**src/common/transceiver_monitor_pkg.sv**
```systemverilog
// Package: command codes, flag layouts, masks and carrier types of the monitor
package transceiver_monitor_pkg;

   // ------------------------------------------------------------
   // Command codes
   // ------------------------------------------------------------
   localparam logic [7:0] CMD_LASER_TEMP    = 8'h11;
   localparam logic [7:0] CMD_MODULE_TEMP   = 8'h12;
   localparam logic [7:0] CMD_LASER_BIAS    = 8'h13;
   localparam logic [7:0] CMD_LASER_SWING   = 8'h14;
   localparam logic [7:0] CMD_TX_POWER      = 8'h15;
   localparam logic [7:0] CMD_RX_POWER      = 8'h16;
   localparam logic [7:0] CMD_PD_VOLTAGE    = 8'h17;
   localparam logic [7:0] CMD_RSV_FIRST     = 8'h18;
   localparam logic [7:0] CMD_RSV_LAST      = 8'h1C;
   localparam logic [7:0] CMD_CONDITION     = 8'h1D;
   localparam logic [7:0] CMD_FAULT_FLAGS   = 8'h1E;
   localparam logic [7:0] CMD_WARNING_FLAGS = 8'h1F;
   localparam logic [7:0] CMD_WARN_MASK_WR  = 8'h20;
   localparam logic [7:0] CMD_WARN_MASK_RD  = 8'h21;
   localparam logic [7:0] CMD_TX_RESET      = 8'h29;
   localparam logic [7:0] CMD_RX_RESET      = 8'h2A;

   // ------------------------------------------------------------
   // Condition byte bit positions
   // ------------------------------------------------------------
   localparam int COND_LASER_BIT    = 7;
   localparam int COND_ALARM_BIT    = 6;
   localparam int COND_WARNING_BIT  = 5;
   localparam int COND_DISABLED_BIT = 4;
   localparam int COND_VENDOR_W     = 4;

   // ------------------------------------------------------------
   // Fault flag groups (bit7 temp high, bit6 temp low, bit5/4
   // wavelength, bit3/2 tx power, bit1 pd supply, bit0 start-up)
   // ------------------------------------------------------------
   localparam logic [7:0] FAULT_TEMP_BITS   = 8'hC0;
   localparam logic [7:0] FAULT_TX_ONLY     = 8'h3D;
   localparam logic [7:0] FAULT_RX_ONLY     = 8'h02;
   localparam logic [7:0] FAULT_TX_PATH     = 8'hFD;
   localparam logic [7:0] FAULT_RX_PATH     = 8'hC2;
   localparam logic [7:0] FAULT_WARMUP_OK   = 8'hC1;
   localparam logic [7:0] ALL_ONES          = 8'hFF;

   // ------------------------------------------------------------
   // Warning groups and mask reset
   // ------------------------------------------------------------
   localparam logic [7:0] WARN_TX_PATH      = 8'hF1;
   localparam logic [7:0] WARN_RX_PATH      = 8'h6E;
   localparam logic [7:0] WARN_MASK_RESET   = 8'hFF;

   // ------------------------------------------------------------
   // Carrier types
   // ------------------------------------------------------------
   typedef struct packed {
      logic [15:0] laser_temp;
      logic [15:0] module_temp;
      logic [15:0] laser_bias;
      logic [15:0] laser_swing;
      logic [15:0] tx_power;
      logic [15:0] rx_power;
      logic [15:0] pd_voltage;
   } meas_t;

   typedef struct packed {
      logic       valid;
      logic [7:0] code;
      logic [7:0] operand;
   } cmd_t;

   typedef struct packed {
      logic       valid;
      logic       last;
      logic [7:0] data;
   } resp_t;

   typedef enum logic [1:0] {
      ST_IDLE  = 2'b00,
      ST_FIRST = 2'b01,
      ST_LAST  = 2'b11
   } resp_state_t;

endpackage : transceiver_monitor_pkg

```
**src/design/level_sync.sv**
```systemverilog
// Two-flop synchroniser for levels arriving from outside the clock domain
module level_sync #(
   parameter int WIDTH = 1
) (
   // Clock and reset
   input  wire logic             clock_in,
   input  wire logic             rst_n_in,
   // Levels
   input  wire logic [WIDTH-1:0] async_in,
   output logic      [WIDTH-1:0] sync_out
);

   logic [WIDTH-1:0] meta_r;
   logic [WIDTH-1:0] sync_r;

   // ------------------------------------------------------------
   // Stages
   // ------------------------------------------------------------
   // First stage is read by the second stage only
   always_ff @(posedge clock_in or negedge rst_n_in) begin
      if (!rst_n_in) begin
         meta_r <= '0;
         sync_r <= '0;
      end else begin
         meta_r <= async_in;
         sync_r <= meta_r;
      end
   end

   assign sync_out = sync_r;

endmodule : level_sync

```
**src/design/sticky_flags.sv**
```systemverilog
// Sticky flag bank: hardware sets, clear strobes drop bits, set wins a tie
module sticky_flags #(
   parameter int WIDTH = 8
) (
   // Clock and reset
   input  wire logic             clock_in,
   input  wire logic             rst_n_in,
   // Set and clear
   input  wire logic [WIDTH-1:0] set_in,
   input  wire logic [WIDTH-1:0] clear_in,
   output logic      [WIDTH-1:0] flags_out
);

   logic [WIDTH-1:0] flags_r;
   logic [WIDTH-1:0] flags_nxt;

   // ------------------------------------------------------------
   // Flags
   // ------------------------------------------------------------
   // Reading never clears; a set in the clear cycle is kept
   always_comb begin
      flags_nxt = (flags_r & ~clear_in) | set_in;
   end

   always_ff @(posedge clock_in or negedge rst_n_in) begin
      if (!rst_n_in) begin
         flags_r <= '0;
      end else begin
         flags_r <= flags_nxt;
      end
   end

   assign flags_out = flags_r;

endmodule : sticky_flags

```
**src/design/transceiver_monitor_alarm.sv**
```systemverilog
// Live data readout, condition byte, fault flags and fault pins of the module
//
// How it works
// - Laser temperature: two bytes, low first
// - Module temperature: signed 16-bit, low first
// - Bias and swing current: unsigned, low first
// - Transmit power: unsigned microwatts, low first
// - Receive power: unsigned tenth microwatts, low first
// - Photodiode supply voltage: unsigned, low first
// - Codes 18h-1Ch reserved, no function
// - Condition command answers exactly one byte
// - Condition bits: laser, alarm, warning, disabled, vendor
// - Laser bit one while emitting light
// - Any alarm; only enabled warnings set warning
// - Disabled bit is inverse of enable pin
// - Alarms or enabled warnings raise fault pins
// - Deasserted enable also raises fault pins
// - Alarms unmasked, shut down their own path
// - Temperature high/low bits shut down both paths
// - Wavelength and power bits shut transmitter only
// - Supply voltage bit shuts receiver only
// - Start-up timeout: transmitter; receiver failure: RX pin
// - Temperature shutdown needs both reset commands
// - Warm-up passes only timeout, temperature and receiver failure alarms
// - Warnings ANDed with host enable mask
// - Mask all ones at reset and path resets
module transceiver_monitor_alarm
   import transceiver_monitor_pkg::*;
(
   // Clock and reset
   input  wire logic                              clock_in,
   input  wire logic                              resetn_in,
   // Command port from the management bus front end
   input  wire transceiver_monitor_pkg::cmd_t     cmd_in,
   output logic                                   cmd_ready_out,
   output logic                                   cmd_refused_out,
   // Response byte stream
   output transceiver_monitor_pkg::resp_t         resp_out,
   input  wire logic                              resp_ready_in,
   // Live measurements and conditions from module logic
   input  wire transceiver_monitor_pkg::meas_t    meas_in,
   input  wire logic [7:0]                        alarm_cond_in,
   input  wire logic                              rx_startup_fail_in,
   input  wire logic [7:0]                        warning_cond_in,
   input  wire logic                              warm_up_in,
   input  wire logic                              laser_emitting_in,
   input  wire logic [3:0]                        vendor_status_in,
   // Module enable pin
   input  wire logic                              module_enable_in,
   // Fault pins and path shutdown
   output logic                                   tx_fault_out,
   output logic                                   rx_fault_out,
   output logic                                   tx_shutdown_out,
   output logic                                   rx_shutdown_out
);
   import transceiver_monitor_pkg::*;

   // ------------------------------------------------------------
   // Reset release
   // ------------------------------------------------------------
   logic [1:0] rst_pipe_r;
   logic       rst_n;

   always_ff @(posedge clock_in or negedge resetn_in) begin
      if (!resetn_in) begin
         rst_pipe_r <= 2'b00;
      end else begin
         rst_pipe_r <= {rst_pipe_r[0], 1'b1};
      end
   end

   assign rst_n = rst_pipe_r[1];

   // ------------------------------------------------------------
   // Enable pin synchroniser
   // ------------------------------------------------------------
   logic enable_sync;

   level_sync #(
      .WIDTH (1)
   ) u_enable_sync (
      .clock_in (clock_in),
      .rst_n_in (rst_n),
      .async_in (module_enable_in),
      .sync_out (enable_sync)
   );

   // ------------------------------------------------------------
   // Decode helpers
   // ------------------------------------------------------------
   // Answer length in bytes: 0 for none
   function automatic logic [1:0] answer_len(input logic [7:0] code);
      logic [1:0] len;
      len = 2'd0;
      if (code >= CMD_LASER_TEMP && code <= CMD_PD_VOLTAGE) begin
         len = 2'd2;
      end else if (code >= CMD_CONDITION && code <= CMD_WARNING_FLAGS) begin
         len = 2'd1;
      end else if (code == CMD_WARN_MASK_RD) begin
         len = 2'd1;
      end
      return len;
   endfunction : answer_len

   // Codes this block accepts at all; reserved live-data codes are refused
   function automatic logic is_known(input logic [7:0] code);
      logic known;
      known = 1'b0;
      if (answer_len(code) != 2'd0) begin
         known = 1'b1;
      end else if (code == CMD_WARN_MASK_WR || code == CMD_TX_RESET ||
                   code == CMD_RX_RESET) begin
         known = 1'b1;
      end
      if (code >= CMD_RSV_FIRST && code <= CMD_RSV_LAST) begin
         known = 1'b0;
      end
      return known;
   endfunction : is_known

   // ------------------------------------------------------------
   // Command acceptance
   // ------------------------------------------------------------
   logic cmd_ready_r;
   logic cmd_take;
   logic tx_reset_cmd;
   logic rx_reset_cmd;
   logic mask_write_cmd;

   assign cmd_take       = cmd_in.valid && cmd_ready_r;
   assign tx_reset_cmd   = cmd_take && (cmd_in.code == CMD_TX_RESET);
   assign rx_reset_cmd   = cmd_take && (cmd_in.code == CMD_RX_RESET);
   assign mask_write_cmd = cmd_take && (cmd_in.code == CMD_WARN_MASK_WR);

   // ------------------------------------------------------------
   // Warning enable mask
   // ------------------------------------------------------------
   logic [7:0] warn_mask_r;
   logic [7:0] warn_enabled;

   always_ff @(posedge clock_in or negedge rst_n) begin
      if (!rst_n) begin
         warn_mask_r <= WARN_MASK_RESET;
      end else if (tx_reset_cmd || rx_reset_cmd) begin
         warn_mask_r <= WARN_MASK_RESET;
      end else if (mask_write_cmd) begin
         warn_mask_r <= cmd_in.operand;
      end
   end

   // Warnings are live: they fall away with their cause, no latch
   assign warn_enabled = warning_cond_in & warn_mask_r;

   // ------------------------------------------------------------
   // Alarm flags
   // ------------------------------------------------------------
   logic [7:0] alarm_gate;
   logic [8:0] alarm_set;
   logic [8:0] alarm_clear;
   logic [8:0] alarm_flags;
   logic [7:0] fault_byte;
   logic       rx_start_flag;
   logic       temp_active;
   logic       temp_clear;
   logic       tx_seen_r;
   logic       rx_seen_r;

   // No mask on alarms; warm-up lets only timeout, temperature and receiver failure through
   assign alarm_gate = warm_up_in ? FAULT_WARMUP_OK : ALL_ONES;
   assign alarm_set  = {rx_startup_fail_in, alarm_cond_in & alarm_gate};

   assign temp_active = |(alarm_flags[7:0] & FAULT_TEMP_BITS);
   assign temp_clear  = temp_active && (tx_seen_r || tx_reset_cmd) &&
                        (rx_seen_r || rx_reset_cmd);

   // Remember which reset commands arrived while a temperature alarm stands
   always_ff @(posedge clock_in or negedge rst_n) begin
      if (!rst_n) begin
         tx_seen_r <= 1'b0;
         rx_seen_r <= 1'b0;
      end else if (temp_clear || !temp_active) begin
         tx_seen_r <= 1'b0;
         rx_seen_r <= 1'b0;
      end else begin
         tx_seen_r <= tx_seen_r | tx_reset_cmd;
         rx_seen_r <= rx_seen_r | rx_reset_cmd;
      end
   end

   always_comb begin
      alarm_clear = 9'h000;
      if (tx_reset_cmd) begin
         alarm_clear[7:0] = alarm_clear[7:0] | FAULT_TX_ONLY;
      end
      if (rx_reset_cmd) begin
         alarm_clear[7:0] = alarm_clear[7:0] | FAULT_RX_ONLY;
         alarm_clear[8]   = 1'b1;
      end
      if (temp_clear) begin
         alarm_clear[7:0] = alarm_clear[7:0] | FAULT_TEMP_BITS;
      end
   end

   sticky_flags #(
      .WIDTH (9)
   ) u_alarm_flags (
      .clock_in  (clock_in),
      .rst_n_in  (rst_n),
      .set_in    (alarm_set),
      .clear_in  (alarm_clear),
      .flags_out (alarm_flags)
   );

   assign fault_byte    = alarm_flags[7:0];
   assign rx_start_flag = alarm_flags[8];

   // ------------------------------------------------------------
   // Condition byte
   // ------------------------------------------------------------
   logic [7:0] cond_byte;

   always_comb begin
      cond_byte                    = 8'h00;
      cond_byte[COND_LASER_BIT]    = laser_emitting_in;
      cond_byte[COND_ALARM_BIT]    = (|fault_byte) | rx_start_flag;
      cond_byte[COND_WARNING_BIT]  = |warn_enabled;
      cond_byte[COND_DISABLED_BIT] = ~enable_sync;
      cond_byte[COND_VENDOR_W-1:0] = vendor_status_in;
   end

   // ------------------------------------------------------------
   // Fault pins and shutdown
   // ------------------------------------------------------------
   logic tx_fault_r;
   logic rx_fault_r;
   logic tx_shutdown_r;
   logic rx_shutdown_r;

   // Fault pins come up asserted, shutdowns low: the enable pin reads as low until synchronised
   always_ff @(posedge clock_in or negedge rst_n) begin
      if (!rst_n) begin
         tx_fault_r    <= 1'b1;
         rx_fault_r    <= 1'b1;
         tx_shutdown_r <= 1'b0;
         rx_shutdown_r <= 1'b0;
      end else begin
         tx_fault_r    <= (|(fault_byte & FAULT_TX_PATH)) |
                          (|(warn_enabled & WARN_TX_PATH)) | ~enable_sync;
         rx_fault_r    <= (|(fault_byte & FAULT_RX_PATH)) | rx_start_flag |
                          (|(warn_enabled & WARN_RX_PATH)) | ~enable_sync;
         tx_shutdown_r <= |(fault_byte & FAULT_TX_PATH);
         rx_shutdown_r <= |(fault_byte & FAULT_RX_PATH);
      end
   end

   // ------------------------------------------------------------
   // Answer selection
   // ------------------------------------------------------------
   logic [15:0] answer_word;

   always_comb begin
      answer_word = 16'h0000;
      case (cmd_in.code)
         CMD_LASER_TEMP:    answer_word = meas_in.laser_temp;
         CMD_MODULE_TEMP:   answer_word = meas_in.module_temp;
         CMD_LASER_BIAS:    answer_word = meas_in.laser_bias;
         CMD_LASER_SWING:   answer_word = meas_in.laser_swing;
         CMD_TX_POWER:      answer_word = meas_in.tx_power;
         CMD_RX_POWER:      answer_word = meas_in.rx_power;
         CMD_PD_VOLTAGE:    answer_word = meas_in.pd_voltage;
         CMD_CONDITION:     answer_word = {8'h00, cond_byte};
         CMD_FAULT_FLAGS:   answer_word = {8'h00, fault_byte};
         CMD_WARNING_FLAGS: answer_word = {8'h00, warning_cond_in};
         CMD_WARN_MASK_RD:  answer_word = {8'h00, warn_mask_r};
         default:           answer_word = 16'h0000;
      endcase
   end

   // ------------------------------------------------------------
   // Response sequencer
   // ------------------------------------------------------------
   resp_state_t state_r;
   logic [7:0]  high_byte_r;
   resp_t       resp_r;
   logic        refused_r;
   logic [1:0]  take_len;

   assign take_len = answer_len(cmd_in.code);

   // Word snapshot at acceptance keeps both bytes of one sample together
   always_ff @(posedge clock_in or negedge rst_n) begin
      if (!rst_n) begin
         state_r     <= ST_IDLE;
         cmd_ready_r <= 1'b0;
         high_byte_r <= 8'h00;
         resp_r      <= '0;
      end else begin
         case (state_r)
            ST_IDLE: begin
               cmd_ready_r <= 1'b1;
               if (cmd_take && take_len != 2'd0) begin
                  cmd_ready_r <= 1'b0;
                  resp_r.valid <= 1'b1;
                  resp_r.data  <= answer_word[7:0];
                  high_byte_r  <= answer_word[15:8];
                  if (take_len == 2'd2) begin
                     resp_r.last <= 1'b0;
                     state_r     <= ST_FIRST;
                  end else begin
                     resp_r.last <= 1'b1;
                     state_r     <= ST_LAST;
                  end
               end
            end
            ST_FIRST: begin
               if (resp_ready_in) begin
                  resp_r.data <= high_byte_r;
                  resp_r.last <= 1'b1;
                  state_r     <= ST_LAST;
               end
            end
            ST_LAST: begin
               if (resp_ready_in) begin
                  resp_r      <= '0;
                  cmd_ready_r <= 1'b1;
                  state_r     <= ST_IDLE;
               end
            end
            default: begin
               resp_r      <= '0;
               cmd_ready_r <= 1'b0;
               state_r     <= ST_IDLE;
            end
         endcase
      end
   end

   // Unknown and reserved codes are dropped with a one-cycle pulse
   always_ff @(posedge clock_in or negedge rst_n) begin
      if (!rst_n) begin
         refused_r <= 1'b0;
      end else begin
         refused_r <= cmd_take && !is_known(cmd_in.code);
      end
   end

   // ------------------------------------------------------------
   // Outputs
   // ------------------------------------------------------------
   assign cmd_ready_out   = cmd_ready_r;
   assign cmd_refused_out = refused_r;
   assign resp_out        = resp_r;
   assign tx_fault_out    = tx_fault_r;
   assign rx_fault_out    = rx_fault_r;
   assign tx_shutdown_out = tx_shutdown_r;
   assign rx_shutdown_out = rx_shutdown_r;

endmodule : transceiver_monitor_alarm

```
**config.mk**
```make
export PLATFORM = sky130hd
export DESIGN_NAME = transceiver_monitor_alarm
export DESIGN_NICKNAME = d
export VERILOG_FILES = /design/src/common/transceiver_monitor_pkg.sv /design/src/design/level_sync.sv /design/src/design/sticky_flags.sv /design/src/design/transceiver_monitor_alarm.sv
export SDC_FILE = /design/constraint.sdc
export NUM_CORES = 1
export LEC_CHECK = 0
export ABC_AREA = 1
export BUFFER_PORTS_ARGS = -buffer_cell sky130_fd_sc_hd__buf_2
export CORE_MARGIN = 10
export CORE_UTILIZATION = 51
export DETAILED_ROUTE_END_ITERATION = 8
export GPL_ROUTABILITY_DRIVEN = 0
export PLACE_DENSITY = 0.87
export SKIP_CTS_REPAIR_TIMING = 1
export SLEW_MARGIN = 30
export SYNTH_ARGS = -nofsm -noshare
export SYNTH_HDL_FRONTEND = slang
export SYNTH_HIERARCHICAL = 1
export SYNTH_SLANG_ARGS = --single-unit
```
**constraint.sdc**
```tcl
create_clock -name clock_in -period 3.05 [get_ports clock_in]
set_input_delay 0 -clock clock_in [delete_from_list [all_inputs] [get_ports clock_in]]
set_output_delay 0 -clock clock_in [all_outputs]
set_load 0.01 [all_outputs]
```
==> summary.md <==
| Metric | Value |
|---|---|
| DR pass1 iterations | `7` |
| FF-to-FF Start | `state_r[1]` |
| Crit path to | `high_byte_r[5]` |
| Post-DP Area | `0.00449 sq mm` |
| CTS Root Cell | `clkbuf_8` |
| Synth Instances | `587` |
| WL final | `13,900 microns` |
| Final HPWL DP | `10,800 microns` |
| Die width | `104 microns` |
| Cells on worst reg2reg path | `6` |
| Achievable Freq | `0.519 GHz` |
| H-tree Lvls | `2` |
| CTS tree | `built` |
| Final instance area | `0.00481 sq mm` |
| Crit share post-route | `63.1%` |
| Seq cells post-synth | `48` |
| Peak VDD IR | `0.399 mV` |
| Net Count, Synth | `746` |
| Min Hold Slack | `-22.7 ps` |
| Drt drc | `0` |
| Slew @ Worst Pin | `757 ps` |
| Sequential area share after synthesis | `33.5%` |
| Vias/cell | `5.34` |
| Reg-to-reg endpoint | `high_byte_r[5]` |
| GRT Residual Overflow | `0` |
| Vias | `4,617` |
| CTS Buf Count | `5` |
| Setup crit start kind | `flip-flop` |
| Pwr Density | `409 mW/mm^2` |
| GRT Total Usage | `23.3%` |
| Max clock buf depth | `2` |
| Final hold vios | `5` |
| Max cap viols | `0` |
| Core Area | `0.00687 sq mm` |
| Area of the die | `0.0109 sq mm` |
| Hold Startpoint | `alarm_cond_in[2]` |
| Nets | `926` |
| Critical setup path kind | `reg2reg` |
| CP Capture Type | `flip-flop` |
| Slew Limit Fails | `0` |
| Max-slew headroom | `49.3%` |
| Pleak | `2.79 nW` |
| Area Overhead vs Synth | `32.6%` |
| Routed len/inst | `16.0 microns` |
| Mapped Area | `0.00362 sq mm` |
| Status | `finished, violations left` |
| Largest net degree at the start of global routing | `71` |
| Critical Path Start | `state_r[1]` |
| Flop2flop setup slack | `1120 ps` |
| Starting density of the core | `52.8%` |
| Post-synth top area share | `26.2%` |
| Failing checks | `negative hold slack` |
| Synth cell types | `26` |
| I/O Pins | `172` |
| Synth warn | `6` |
| Largest area contributor in the netlist | `dfrtp_1` |
| Period minus WS final | `1930 ps` |
| Post-DRT Antenna Nets | `0` |
| First-pass GRT wire length | `21,000 microns` |
| Clock transition at path regs | `100 ps` |
| Die height | `104 microns` |
| CTS Sinks | `48` |
| Required @ worst endpoint | `3310 ps` |
| Setup Skew | `13.3 ps` |
| TNS Setup | `0 ps` |
| Post-Syn Area per Cell | `6.18 sq um` |
| Final setup fails | `0` |
| Vias in the first global route | `4,309` |
| Clock Latency Late Sink | `320 ps` |
| Synth area leaders | `dfrtp_1 (26%), nand3_1 (18%), nand2_1 (16%)` |
| Port Buf Inserts | `171` |
| RSZ-0062 raised after global routing | `false` |
| FP Rows | `30` |
| Critical path data arrival time | `2190 ps` |
| 1st-iter DRT viols | `479` |
| Initial antenna violation count | `1` |
| Critical Path Fanout Max | `14` |
| Layout cells sized above 1 | `27.6%` |
| Worst hold path type | `in2reg` |
[state kept, by name, indices dropped and copies added, names as in the netlist]
signal / flops
resp_out: 9
u_alarm_flags/flags_out: 9
high_byte_r: 8
warn_mask_r: 8
rst_pipe_r: 2
state_r: 2
cmd_ready_out: 1
cmd_refused_out: 1
rx_fault_out: 1
rx_seen_r: 1
rx_shutdown_out: 1
tx_fault_out: 1
tx_seen_r: 1
tx_shutdown_out: 1
u_enable_sync/meta_r: 1
u_enable_sync/sync_out: 1
[cell type report]
| cell class | instances | area [sq um] |
|---|---|---|
| sequential | 48 | 1220 |
| antenna | 1 | 2.50 |
| inverter | 79 | 297 |
| multi-input combinational | 440 | 1980 |
| tap | 96 | 120 |
| fill | 632 | 2060 |
| clock inverter | 3 | 47.5 |
| clock buffer | 5 | 68.8 |
| timing repair buffer | 193 | 1070 |
[worst min-delay path by stage]
stage / endpoint / slack (ps) / depth (start not counted)
6_report: u_alarm_flags/flags_out[2] / -20 / 5
2_1_floorplan: rst_pipe_r[0] / -300 / 0
3_3_place_gp: rst_pipe_r[0] / -220 / 1
4_1_cts: rst_pipe_r[1] / -550 / 1
3_5_place_dp: rst_pipe_r[0] / -210 / 1
5_1_grt: u_alarm_flags/flags_out[1] / 8 / 4
[critical path, stage by stage, from the launching register on]
cell and delay (ps):
dfrtp_1 420, inv_1 100, ha_1 460, nand3_1 440
inv_1 260, o21ai_0 120, nand2_1 80
[per-layer routing]
| metal | routed length [microns] | global-route usage, % | vias to the layer above |
|---|---|---|---|
| met5 | 0 | 0 | - |
| met4 | 319 | 6.46 | 0 |
| met3 | 1250 | 4.96 | 36 |
| met2 | 6800 | 40.0 | 290 |
| met1 | 5490 | 28.4 | 2065 |
| li1 | - | - | 2226 |
[power by group]
group / total [mW] / switching, mW / internal [mW] / leakage [nW]
sequential: 0.805 / 0.0685 / 0.737 / 0.551
combinational: 0.681 / 0.413 / 0.267 / 2.18
clock: 0.481 / 0.234 / 0.247 / 0.0583
[cell usage after synthesis]
master	instances
a21oi_1	18
and2_1	1
and3_1	1
buf_2	9
buf_4	6
buf_6	3
clkbuf_1	2
conb_1	1
dfrtp_1	38
dfstp_2	10
ha_1	3
inv_1	75
inv_2	4
nand2_1	156
nand2_2	5
nand2_4	1
nand3_1	129
nand4_1	4
nor2_1	75
nor2_2	5
nor2_4	3
nor3_1	4
nor4_1	1
o21ai_0	29
o21ai_1	2
or2_2	2
[through the flow]
stage	hold WS, ps	worst slack, ps	util, %	cells	power, mW
final	-22.7	1120	70.0	865	1.97
after global routing	7.73	873	70.0	865	2.10
after CTS	-548	1130	67.0	844	1.95
after detailed placement	-212	932	65.3	836	1.47
after global placement	-215	1130	65.3	836	1.44
after floorplan	-296	1570	-	587	1.21
[cell families (layout without fill, tap and decap cells)]
logic type	after synthesis	count (layout)	share of synthesized area [%]
other	1	2	0.103
and+or+nand+nor	387	387	46.8
AOI/OAI and AO/OA	49	49	6.77
DFF	48	48	33.5
adders and majority gates	3	3	1.04
buffers and inverters	99	280	11.8
[placed cells by master, fill, tap and decap left out, types with 2 or more instances in the layout]
master	instances
buf_2	171
nand2_1	156
nand3_1	129
inv_1	75
nor2_1	75
dfrtp_1	37
o21ai_0	29
dlygate4sd3_1	20
a21oi_1	18
dfstp_2	10
nand2_2	5
nor2_2	5
clkbuf_8	5
inv_2	4
nor3_1	4
nand4_1	4
nor2_4	3
ha_1	3
or2_2	2
o21ai_1	2
clkinv_4	2
buf_4	2
No activity file was read; power rests on OpenSTA's default activity.
